<file path="src/rtl/fsw_defines.svh">
/*
  Constants of the flash status and write latch block: status bit
  positions, reset values and instruction codes.
  Assumes inclusion by bare name from files under rtl/.
*/
`ifndef FSW_DEFINES_SVH
`define FSW_DEFINES_SVH

// ==========================================================
// Status byte layout
`define FSW_BIT_BUSY 0
`define FSW_BIT_WLATCH 1
`define FSW_BP_LSB 2
`define FSW_BP_MSB 5
`define FSW_BIT_QUAD 6
`define FSW_BIT_LOCK 7
`define FSW_STATUS_RST 8'h00
`define FSW_BP_NONE 4'h0

// ==========================================================
// Serial framing
`define FSW_BYTE_LAST 3'h7
`define FSW_CNT_RST 3'h0
`define FSW_BYTE_RST 8'h00
`define FSW_SYNC_RST 4'h5

// ==========================================================
// Instruction codes
`define FSW_OPC_SET_LATCH 8'h06
`define FSW_OPC_CLR_LATCH 8'h04
`define FSW_OPC_STATUS_WR 8'h01
`define FSW_OPC_STATUS_RD 8'h05
`define FSW_OPC_EXT_RD 8'h81
`define FSW_OPC_RESET 8'h99
`define FSW_OPC_SUSPEND 8'h75
`define FSW_OPC_CHIP_ERASE_A 8'hc7
`define FSW_OPC_CHIP_ERASE_B 8'h60
`define FSW_OPC_ALT_RDPARAM 8'hc0
`define FSW_OPC_ALT_BANK 8'h17

`endif

</file>
<file path="src/rtl/fsw_pkg.sv">
/*
  Types of the flash status and write latch block.
  Assumes nothing beyond the defines header.
*/
package fsw_pkg;

  // ==========================================================
  // Frame states, one-hot
  typedef enum logic [5:0] {
    FSW_S_IDLE    = 6'h01,
    FSW_S_OPCODE  = 6'h02,
    FSW_S_WRDATA  = 6'h04,
    FSW_S_READOUT = 6'h08,
    FSW_S_HOLDOFF = 6'h10,
    FSW_S_SKIP    = 6'h20
  } fsw_state_e;

endpackage : fsw_pkg

</file>
<file path="src/rtl/fsw_sync.sv">
/*
  Two-stage synchroniser for the four serial pins.
  Assumes pins asynchronous to clk; reset is synchronous, active low.
*/
`timescale 1ns/1ps
`default_nettype none
`include "fsw_defines.svh"

module fsw_sync (
  // Clock and reset
  input wire logic clk,
  input wire logic rstn,
  // Pins in, synchronised out
  input wire logic [3:0] din,
  output logic [3:0] dout
);

  localparam logic [3:0] SYNC_RST = `FSW_SYNC_RST;

  logic [3:0] meta_reg;
  logic [3:0] sync_reg;

  // ==========================================================
  // Two flops per pin
  genvar gi;
  generate
    for (gi = 0; gi < 4; gi = gi + 1) begin : g_bit
      always_ff @(posedge clk) begin
        if (!rstn) begin
          meta_reg[gi] <= SYNC_RST[gi];
          sync_reg[gi] <= SYNC_RST[gi];
        end else begin
          meta_reg[gi] <= din[gi];
          sync_reg[gi] <= meta_reg[gi];
        end
      end
    end
  endgenerate

  assign dout = sync_reg;

endmodule : fsw_sync
`default_nettype wire

</file>
<file path="src/rtl/fsw_opcode_class.sv">
/*
  Classifies an instruction code: latch-required, program or erase,
  and handed to the array engine.
  Assumes a stable code from the same clock domain.
*/
`timescale 1ns/1ps
`default_nettype none
`include "fsw_defines.svh"

module fsw_opcode_class (
  // Code in
  input wire logic [7:0] opcode,
  // Classes out
  output logic needs_latch,
  output logic prog_erase,
  output logic engine_op
);

  // ==========================================================
  // Decode
  always_comb begin
    needs_latch = 1'b0;
    prog_erase = 1'b0;
    case (opcode)
      8'h02, 8'h12, 8'h32, 8'h38, 8'h34, 8'h3e: begin
        needs_latch = 1'b1;
        prog_erase = 1'b1;
      end
      8'hd7, 8'h20, 8'h21, 8'h52, 8'h5c, 8'hd8, 8'hdc, 8'hc7, 8'h60: begin
        needs_latch = 1'b1;
        prog_erase = 1'b1;
      end
      8'h01, 8'h42, 8'h65, 8'h63, 8'h85, 8'h83: begin
        needs_latch = 1'b1;
      end
      8'h64, 8'h62, 8'h15, 8'h18, 8'hc5: begin
        needs_latch = 1'b1;
      end
      8'hfb, 8'he1, 8'hfd, 8'he3, 8'he4, 8'h2f, 8'ha6, 8'h91, 8'h7e, 8'h98, 8'he8: begin
        needs_latch = 1'b1;
      end
      8'h43, 8'h4a: begin
        needs_latch = 1'b1;
      end
      default: begin
        needs_latch = 1'b0;
        prog_erase = 1'b0;
      end
    endcase
  end

  // Alternate volatile writes go to the engine without the latch
  assign engine_op = needs_latch | (opcode == `FSW_OPC_ALT_RDPARAM) |
                     (opcode == `FSW_OPC_ALT_BANK);

endmodule : fsw_opcode_class
`default_nettype wire

</file>
<file path="src/rtl/fsw_status_latch.sv">
/*
  Status byte and write-enable latch of a serial flash, with the
  instruction gate and a single-lane mode-0 serial front end.
  Assumes sck, cs_n, si, wp_n arrive from pins; op_done comes from the
  array engine on clk as a one-cycle pulse.
*/
`timescale 1ns/1ps
`default_nettype none
`include "fsw_defines.svh"

module fsw_status_latch
  import fsw_pkg::*;
(
  // Clock and reset
  input wire logic clk,
  input wire logic rstn,
  // Serial pins
  input wire logic sck,
  input wire logic cs_n,
  input wire logic si,
  input wire logic wp_n,
  output logic so_out,
  output logic so_oe_n,
  // Engine handshake
  output logic op_start,
  output logic [7:0] op_code,
  output logic op_suspend,
  output logic sw_reset_req,
  input wire logic op_done,
  // Status view
  output logic [7:0] status_byte,
  output logic [3:0] block_guard,
  output logic lane2_data_mode,
  output logic lane3_data_mode
);

  // ==========================================================
  // Pin synchronisation and edges
  logic [3:0] sync_bus;
  logic s_sck, s_cs_n, s_si, s_wp_n;
  logic sck_prev_reg, cs_prev_reg;
  logic cs_active, cs_rise, sck_rise, sck_fall;

  fsw_sync u_sync (
    .clk(clk),
    .rstn(rstn),
    .din({sck, cs_n, si, wp_n}),
    .dout(sync_bus)
  );

  assign {s_sck, s_cs_n, s_si, s_wp_n} = sync_bus;

  always_ff @(posedge clk) begin
    if (!rstn) begin
      sck_prev_reg <= 1'b0;
      cs_prev_reg <= 1'b1;
    end else begin
      sck_prev_reg <= s_sck;
      cs_prev_reg <= s_cs_n;
    end
  end

  assign cs_active = ~s_cs_n;
  assign cs_rise = s_cs_n & ~cs_prev_reg;
  assign sck_rise = cs_active & s_sck & ~sck_prev_reg;
  assign sck_fall = cs_active & ~s_sck & sck_prev_reg;

  // ==========================================================
  // Bit counter and receive shifter
  logic [2:0] bit_cnt_reg;
  logic [7:0] shift_reg;
  logic [7:0] rx_byte;
  logic byte_done;

  assign rx_byte = {shift_reg[6:0], s_si};
  assign byte_done = sck_rise & (bit_cnt_reg == `FSW_BYTE_LAST);

  always_ff @(posedge clk) begin
    if (!rstn) begin
      bit_cnt_reg <= `FSW_CNT_RST;
      shift_reg <= `FSW_BYTE_RST;
    end else if (!cs_active) begin
      bit_cnt_reg <= `FSW_CNT_RST;
      shift_reg <= `FSW_BYTE_RST;
    end else if (sck_rise) begin
      bit_cnt_reg <= bit_cnt_reg + 3'h1;
      shift_reg <= rx_byte;
    end
  end

  // ==========================================================
  // Status bits
  logic busy_flag_reg, write_latch_flag_reg;
  logic [3:0] block_guard_reg;
  logic quad_lane_enable_reg, status_write_lock_reg;
  logic busy_pe_reg, op_clr_reg;
  logic [7:0] status_live;
  logic lock_active;

  assign status_live = {status_write_lock_reg, quad_lane_enable_reg, block_guard_reg,
                        write_latch_flag_reg, busy_flag_reg};
  assign lock_active = status_write_lock_reg & ~s_wp_n;

  // ==========================================================
  // Instruction gate
  fsw_state_e state_reg, disp_state;
  logic cls_latch, cls_pe, cls_eng;
  logic busy_ok, cmd_now, start_now;
  logic [7:0] pend_code_reg, wr_data_reg;
  logic pend_pe_reg, pend_clr_reg;

  fsw_opcode_class u_cls (
    .opcode(rx_byte),
    .needs_latch(cls_latch),
    .prog_erase(cls_pe),
    .engine_op(cls_eng)
  );

  always_comb begin
    busy_ok = (rx_byte == `FSW_OPC_STATUS_RD) | (rx_byte == `FSW_OPC_EXT_RD) |
              (rx_byte == `FSW_OPC_RESET);
    busy_ok = busy_ok | ((rx_byte == `FSW_OPC_SUSPEND) & busy_pe_reg);
    disp_state = FSW_S_SKIP;
    if (busy_flag_reg && !busy_ok) begin
      disp_state = FSW_S_SKIP;
    end else if (cls_latch && !write_latch_flag_reg) begin
      disp_state = FSW_S_SKIP;
    end else if (rx_byte == `FSW_OPC_STATUS_WR) begin
      disp_state = lock_active ? FSW_S_SKIP : FSW_S_WRDATA;
    end else if (rx_byte == `FSW_OPC_STATUS_RD) begin
      disp_state = FSW_S_READOUT;
    end else if (((rx_byte == `FSW_OPC_CHIP_ERASE_A) || (rx_byte == `FSW_OPC_CHIP_ERASE_B)) &&
                 (block_guard_reg != `FSW_BP_NONE)) begin
      disp_state = FSW_S_SKIP;
    end else if (cls_eng) begin
      disp_state = FSW_S_HOLDOFF;
    end
  end

  assign cmd_now = byte_done & (state_reg == FSW_S_OPCODE) & (~busy_flag_reg | busy_ok);
  assign start_now = cs_rise & (state_reg == FSW_S_HOLDOFF);

  always_ff @(posedge clk) begin
    if (!rstn) begin
      state_reg <= FSW_S_IDLE;
    end else if (!cs_active) begin
      state_reg <= FSW_S_IDLE;
    end else begin
      case (state_reg)
        FSW_S_IDLE: begin
          state_reg <= FSW_S_OPCODE;
        end
        FSW_S_OPCODE: begin
          if (byte_done) begin
            state_reg <= disp_state;
          end
        end
        FSW_S_WRDATA: begin
          if (byte_done) begin
            state_reg <= FSW_S_HOLDOFF;
          end
        end
        FSW_S_READOUT, FSW_S_HOLDOFF, FSW_S_SKIP: begin
          state_reg <= state_reg;
        end
        default: begin
          state_reg <= FSW_S_IDLE;
        end
      endcase
    end
  end

  // Pending instruction and status data byte
  always_ff @(posedge clk) begin
    if (!rstn) begin
      pend_code_reg <= `FSW_BYTE_RST;
      pend_pe_reg <= 1'b0;
      pend_clr_reg <= 1'b0;
      wr_data_reg <= `FSW_BYTE_RST;
    end else if (byte_done && (state_reg == FSW_S_OPCODE)) begin
      pend_code_reg <= rx_byte;
      pend_pe_reg <= cls_pe;
      pend_clr_reg <= cls_latch;
    end else if (byte_done && (state_reg == FSW_S_WRDATA)) begin
      wr_data_reg <= rx_byte;
    end
  end

  // ==========================================================
  // Write latch
  always_ff @(posedge clk) begin
    if (!rstn) begin
      write_latch_flag_reg <= 1'b0;
    end else if (cmd_now && (rx_byte == `FSW_OPC_SET_LATCH)) begin
      write_latch_flag_reg <= 1'b1;
    end else if (cmd_now && (rx_byte == `FSW_OPC_CLR_LATCH)) begin
      write_latch_flag_reg <= 1'b0;
    end else if (op_done && busy_flag_reg && op_clr_reg) begin
      write_latch_flag_reg <= 1'b0;
    end
  end

  // ==========================================================
  // Busy and engine requests
  always_ff @(posedge clk) begin
    if (!rstn) begin
      busy_flag_reg <= 1'b0;
      busy_pe_reg <= 1'b0;
      op_clr_reg <= 1'b0;
    end else if (start_now) begin
      busy_flag_reg <= 1'b1;
      busy_pe_reg <= pend_pe_reg;
      op_clr_reg <= pend_clr_reg;
    end else if (op_done) begin
      busy_flag_reg <= 1'b0;
      busy_pe_reg <= 1'b0;
    end
  end

  logic op_start_reg, op_suspend_reg, sw_reset_reg;
  logic [7:0] op_code_reg;

  always_ff @(posedge clk) begin
    if (!rstn) begin
      op_start_reg <= 1'b0;
      op_code_reg <= `FSW_BYTE_RST;
      op_suspend_reg <= 1'b0;
      sw_reset_reg <= 1'b0;
    end else begin
      op_start_reg <= start_now;
      op_code_reg <= start_now ? pend_code_reg : op_code_reg;
      op_suspend_reg <= cmd_now & busy_flag_reg & busy_pe_reg &
                        (rx_byte == `FSW_OPC_SUSPEND);
      sw_reset_reg <= cmd_now & (rx_byte == `FSW_OPC_RESET);
    end
  end

  // ==========================================================
  // Protection, quad and lock bits
  always_ff @(posedge clk) begin
    if (!rstn) begin
      block_guard_reg <= `FSW_BP_NONE;
      quad_lane_enable_reg <= 1'b0;
      status_write_lock_reg <= 1'b0;
    end else if (start_now && (pend_code_reg == `FSW_OPC_STATUS_WR) && !lock_active) begin
      block_guard_reg <= wr_data_reg[`FSW_BP_MSB:`FSW_BP_LSB];
      quad_lane_enable_reg <= wr_data_reg[`FSW_BIT_QUAD];
      status_write_lock_reg <= wr_data_reg[`FSW_BIT_LOCK];
    end
  end

  // ==========================================================
  // Status readout
  logic [7:0] snap_reg;
  logic so_out_reg, so_oe_n_reg;

  always_ff @(posedge clk) begin
    if (!rstn) begin
      snap_reg <= `FSW_STATUS_RST;
    end else if (byte_done) begin
      snap_reg <= status_live;
    end
  end

  always_ff @(posedge clk) begin
    if (!rstn) begin
      so_out_reg <= 1'b0;
      so_oe_n_reg <= 1'b1;
    end else if (!cs_active) begin
      so_out_reg <= 1'b0;
      so_oe_n_reg <= 1'b1;
    end else if (sck_fall && (state_reg == FSW_S_READOUT)) begin
      so_out_reg <= snap_reg[`FSW_BYTE_LAST - bit_cnt_reg];
      so_oe_n_reg <= 1'b0;
    end
  end

  // ==========================================================
  // Outputs
  assign so_out = so_out_reg;
  assign so_oe_n = so_oe_n_reg;
  assign op_start = op_start_reg;
  assign op_code = op_code_reg;
  assign op_suspend = op_suspend_reg;
  assign sw_reset_req = sw_reset_reg;
  assign status_byte = status_live;
  assign block_guard = block_guard_reg;
  assign lane2_data_mode = quad_lane_enable_reg;
  assign lane3_data_mode = quad_lane_enable_reg;

  logic st_op;
  assign st_op = byte_done & (state_reg == FSW_S_OPCODE);
endmodule : fsw_status_latch
`default_nettype wire

</file>
<file path="config.mk">
export PLATFORM = sky130hd
export DESIGN_NAME = fsw_status_latch
export DESIGN_NICKNAME = d
export VERILOG_FILES = /design/src/rtl/fsw_pkg.sv /design/src/rtl/fsw_sync.sv /design/src/rtl/fsw_opcode_class.sv /design/src/rtl/fsw_status_latch.sv
export VERILOG_INCLUDE_DIRS = /design/src /design/src/rtl
export SDC_FILE = /design/constraint.sdc
export NUM_CORES = 1
export LEC_CHECK = 0
export ABC_AREA = 1
export BUFFER_PORTS_ARGS = -buffer_cell sky130_fd_sc_hd__buf_2
export CAP_MARGIN = 20
export CORE_UTILIZATION = 45
export DETAILED_ROUTE_END_ITERATION = 10
export GPL_TIMING_DRIVEN = 0
export SLEW_MARGIN = 20
export SYNTH_ARGS = -nofsm -noshare
export SYNTH_HDL_FRONTEND = slang
export SYNTH_HIERARCHICAL = 1
export SYNTH_SLANG_ARGS = --single-unit
</file>
<file path="constraint.sdc">
create_clock -name clk -period 2.35 [get_ports clk]
set_clock_uncertainty 0.15 [all_clocks]
set_input_delay 0.1175 -clock clk [delete_from_list [all_inputs] [get_ports clk]]
set_output_delay 0.1175 -clock clk [all_outputs]
set_load 0.05 [all_outputs]
</file>
==> flow_summary.yaml <==
sta:
  slew_violations: 0
  fmax_mhz: 469.4
  finalSetupViolations: 0
  period_needed_ns: 2.130
  worst_pin_slew_ns: 0.4833
  timing.final.ws_setup_ns: 0.2198
  hold_viol: 0
  timing.hold.ws_ns: 0.2583
  fin_crit_sh_pct: 90.65
  max_slew_margin_pct: 67.78
power_and_ir_drop:
  ir_worst_vdd_mv: 0.3803
  power_mw: 2.453
  cellPowerDensity_mw_per_mm2: 571.3
  leakage_nw: 2.002
placement:
  post-place-ws_ns: -0.003770
  dp_hpwl_um: 7183
  port-buffer-count: 32
  place_congestion: 0.8778
route:
  drt-wirelength-per-cell_um: 13.45
  wl_um: 9630
  wl_met1_um: 4551
  avgViaCountPerCell: 5.021
  drc: 0
  dr_wl_met2_um: 4522
  firstDrtPassIters: 4
  drtAntennaViolNets: 0
  top_layer: "met4"
  drt-initial-drc-count: 217
  vias: 3595
  wl_met3_um: 401
critical_path:
  cp.arrival_ns: 2.27
  critical_path_peak_fanout: 8
  crit_path_start_kind: "flop"
  crit_type: "reg2reg"
  endpoint_kind: "flop"
  required_ns: 2.49
  reg2reg_slack_ns: 0.22
logic_synthesis:
  ys_ff_latch: 73
  syn_area_mm2: 0.003637
  syn_area_per_cell_um2: 6.554
  synth_warnings: 6
  synth_cell_type_count: 30
  syn_inst: 555
  synth_nets: 564
  synth.yosys.seq_area_share_pct: 40.18
clock_network:
  numCtsBuffers: 9
  clkLatencyLatePin_ns: 0.35
  cts_tree: "done"
  clkTransAtPathRegs_ns: 0.08
  max-clock-path-buffers: 2
  cts_sinks: 73
  cts_max_level: 3
  cts-root-buf: "clkbuf_8"
hold_path:
  hp-class: "reg2reg"
layout:
  drive_gt1_share_pct: 15.64
  antenna_cells: 0
  syn2layout_area_growth_pct: 18.06
  final_util_pct: 55.28
  fin_nets: 618
  layout_commonest_cell: "nand2_1"
  final_cell_mix: "nand2_1, nor2_1, inv_1"
  n_fill_cell: 824
floorplanning:
  num_io_pins: 34
  core-area_mm2: 0.007767
  rows: 32
  start_util_pct: 46.83
  die_h_um: 91.91
  die_w_um: 91.91
  die_area_mm2: 0.008447
grt:
  grt_max_degree: 15
  grt_pass1_vias: 3383
  grt_pass1_wl_um: 16240
  gr-total-overflow: 0
  grt_usage_pct: 24.52
  antenna_found_initial: 0
job:
  maxCapViolations: 0
status:
  status: "finished clean"
==> cell usage after synthesis <==
| cell | instances | share of area, % |
|---|---|---|
| nor2_4 | 2 | 0.62 |
| a22oi_1 | 1 | 0.21 |
| nand3_1 | 17 | 2.3 |
| o211ai_1 | 2 | 0.41 |
| nand2_2 | 3 | 0.52 |
| buf_4 | 14 | 2.9 |
| inv_2 | 1 | 0.10 |
| dfxtp_1 | 73 | 40 |
| nand4_1 | 10 | 1.7 |
| a31oi_1 | 1 | 0.17 |
| ha_1 | 2 | 0.69 |
| inv_1 | 70 | 7.2 |
| o21ai_0 | 54 | 7.4 |
| a211oi_1 | 6 | 1.2 |
| clkinv_1 | 1 | 0.10 |
| a21oi_1 | 38 | 5.2 |
| nand2_4 | 1 | 0.31 |
| or2_2 | 1 | 0.17 |
| buf_2 | 2 | 0.28 |
| nor3_1 | 1 | 0.14 |
| a21boi_2 | 1 | 0.31 |
| clkbuf_1 | 4 | 0.41 |
| buf_6 | 2 | 0.62 |
| nor4_1 | 5 | 0.86 |
| nand2_1 | 119 | 12 |
| nor2_2 | 6 | 1.0 |
| nor2_1 | 115 | 12 |
| o31ai_1 | 1 | 0.21 |
| buf_1 | 1 | 0.10 |
| nor4_2 | 1 | 0.34 |
==> area by class of cell <==
type / instances / area (um^2) / area share (%)
Sequential cell: 73 / 1484 / 34.56
Inverter: 72 / 270.3 / 6.294
Clock inverter: 7 / 102.6 / 2.389
Multi-Input combinational cell: 387 / 1762 / 41.03
Timing Repair Buffer: 43 / 267.8 / 6.235
Buffer: 23 / 156.4 / 3.642
Tap cell: 102 / 127.6 / 2.972
Clock buffer: 9 / 123.9 / 2.885
==> where the power goes <==
group          leakage (nW)  total [mW]  internal, mW  switching, mW
registers             0.596        1.25          1.24        0.00716
clock network         0.116        1.13         0.610          0.515
logic                  1.29      0.0818        0.0324         0.0494
==> critical path, stage by stage, from the launching register on <==
cell     delay, ns
dfxtp_2       0.42
inv_1         0.12
nand2_1       0.12
nor2_1        0.08
nand2_1       0.07
nand2_1       0.05
nor2_1        0.15
nand2_1       0.08
nor2_2        0.09
nand3_1       0.08
inv_1         0.12
nor2_1        0.10
nor2_1        0.16
nand4_1       0.12
a21oi_1       0.15
==> repair_timing <==
action	CTS	global route
hold buffers	10	0
setup buffers	0	1
endpoints found under the hold margin	14	0
setup endpoints to repair	2	4
resized for setup	1	17
==> routing by layer <==
metal | GRT usage (%) | up-vias
met1 | 32.17 | 1635
met3 | 4.395 | 13
li1 | - | 1867
met4 | 7.161 | 0
met5 | 0 | -
met2 | 41.04 | 80
==> metrics by stage <==
| stage | instance area, um^2 | std cells | setup TNS [ns] |
|---|---|---|---|
| 6_report | 4294 | 716 | 0 |
| 5_1_grt | 4294 | 716 | -0.003732 |
| 4_1_cts | 4253 | 715 | 0 |
| 3_5_place_dp | 3925 | 689 | -0.005938 |
| 3_3_place_gp | 3925 | 689 | 0 |
| 2_1_floorplan | 3637 | 555 | 0 |
==> final timing paths <==
path	cells past startpoint	from	to
setup / recovery	14	shift_reg[5]$_SDFFE_PP0P_	state_reg[4]$_SDFFE_PP0P_
hold / removal	2	u_sync/meta_reg[2]$_SDFF_PN1_	u_sync/dout[2]$_SDFF_PN1_
setup reg to reg	14	shift_reg[5]$_SDFFE_PP0P_	state_reg[4]$_SDFFE_PP0P_
hold reg to reg	2	u_sync/meta_reg[2]$_SDFF_PN1_	u_sync/dout[2]$_SDFF_PN1_
==> kinds of logic after synthesis <==
group                    after synthesis  synth area share [%]
buffers and inverters                 95                 11.73
flip-flops                            73                 40.18
AND/OR/NAND/NOR                      281                 32.20
AO/OA/AOI/OAI                        104                 15.20
adder cells (fa/ha/maj)                2                0.6879
No activity file was read; power rests on OpenSTA's default activity.
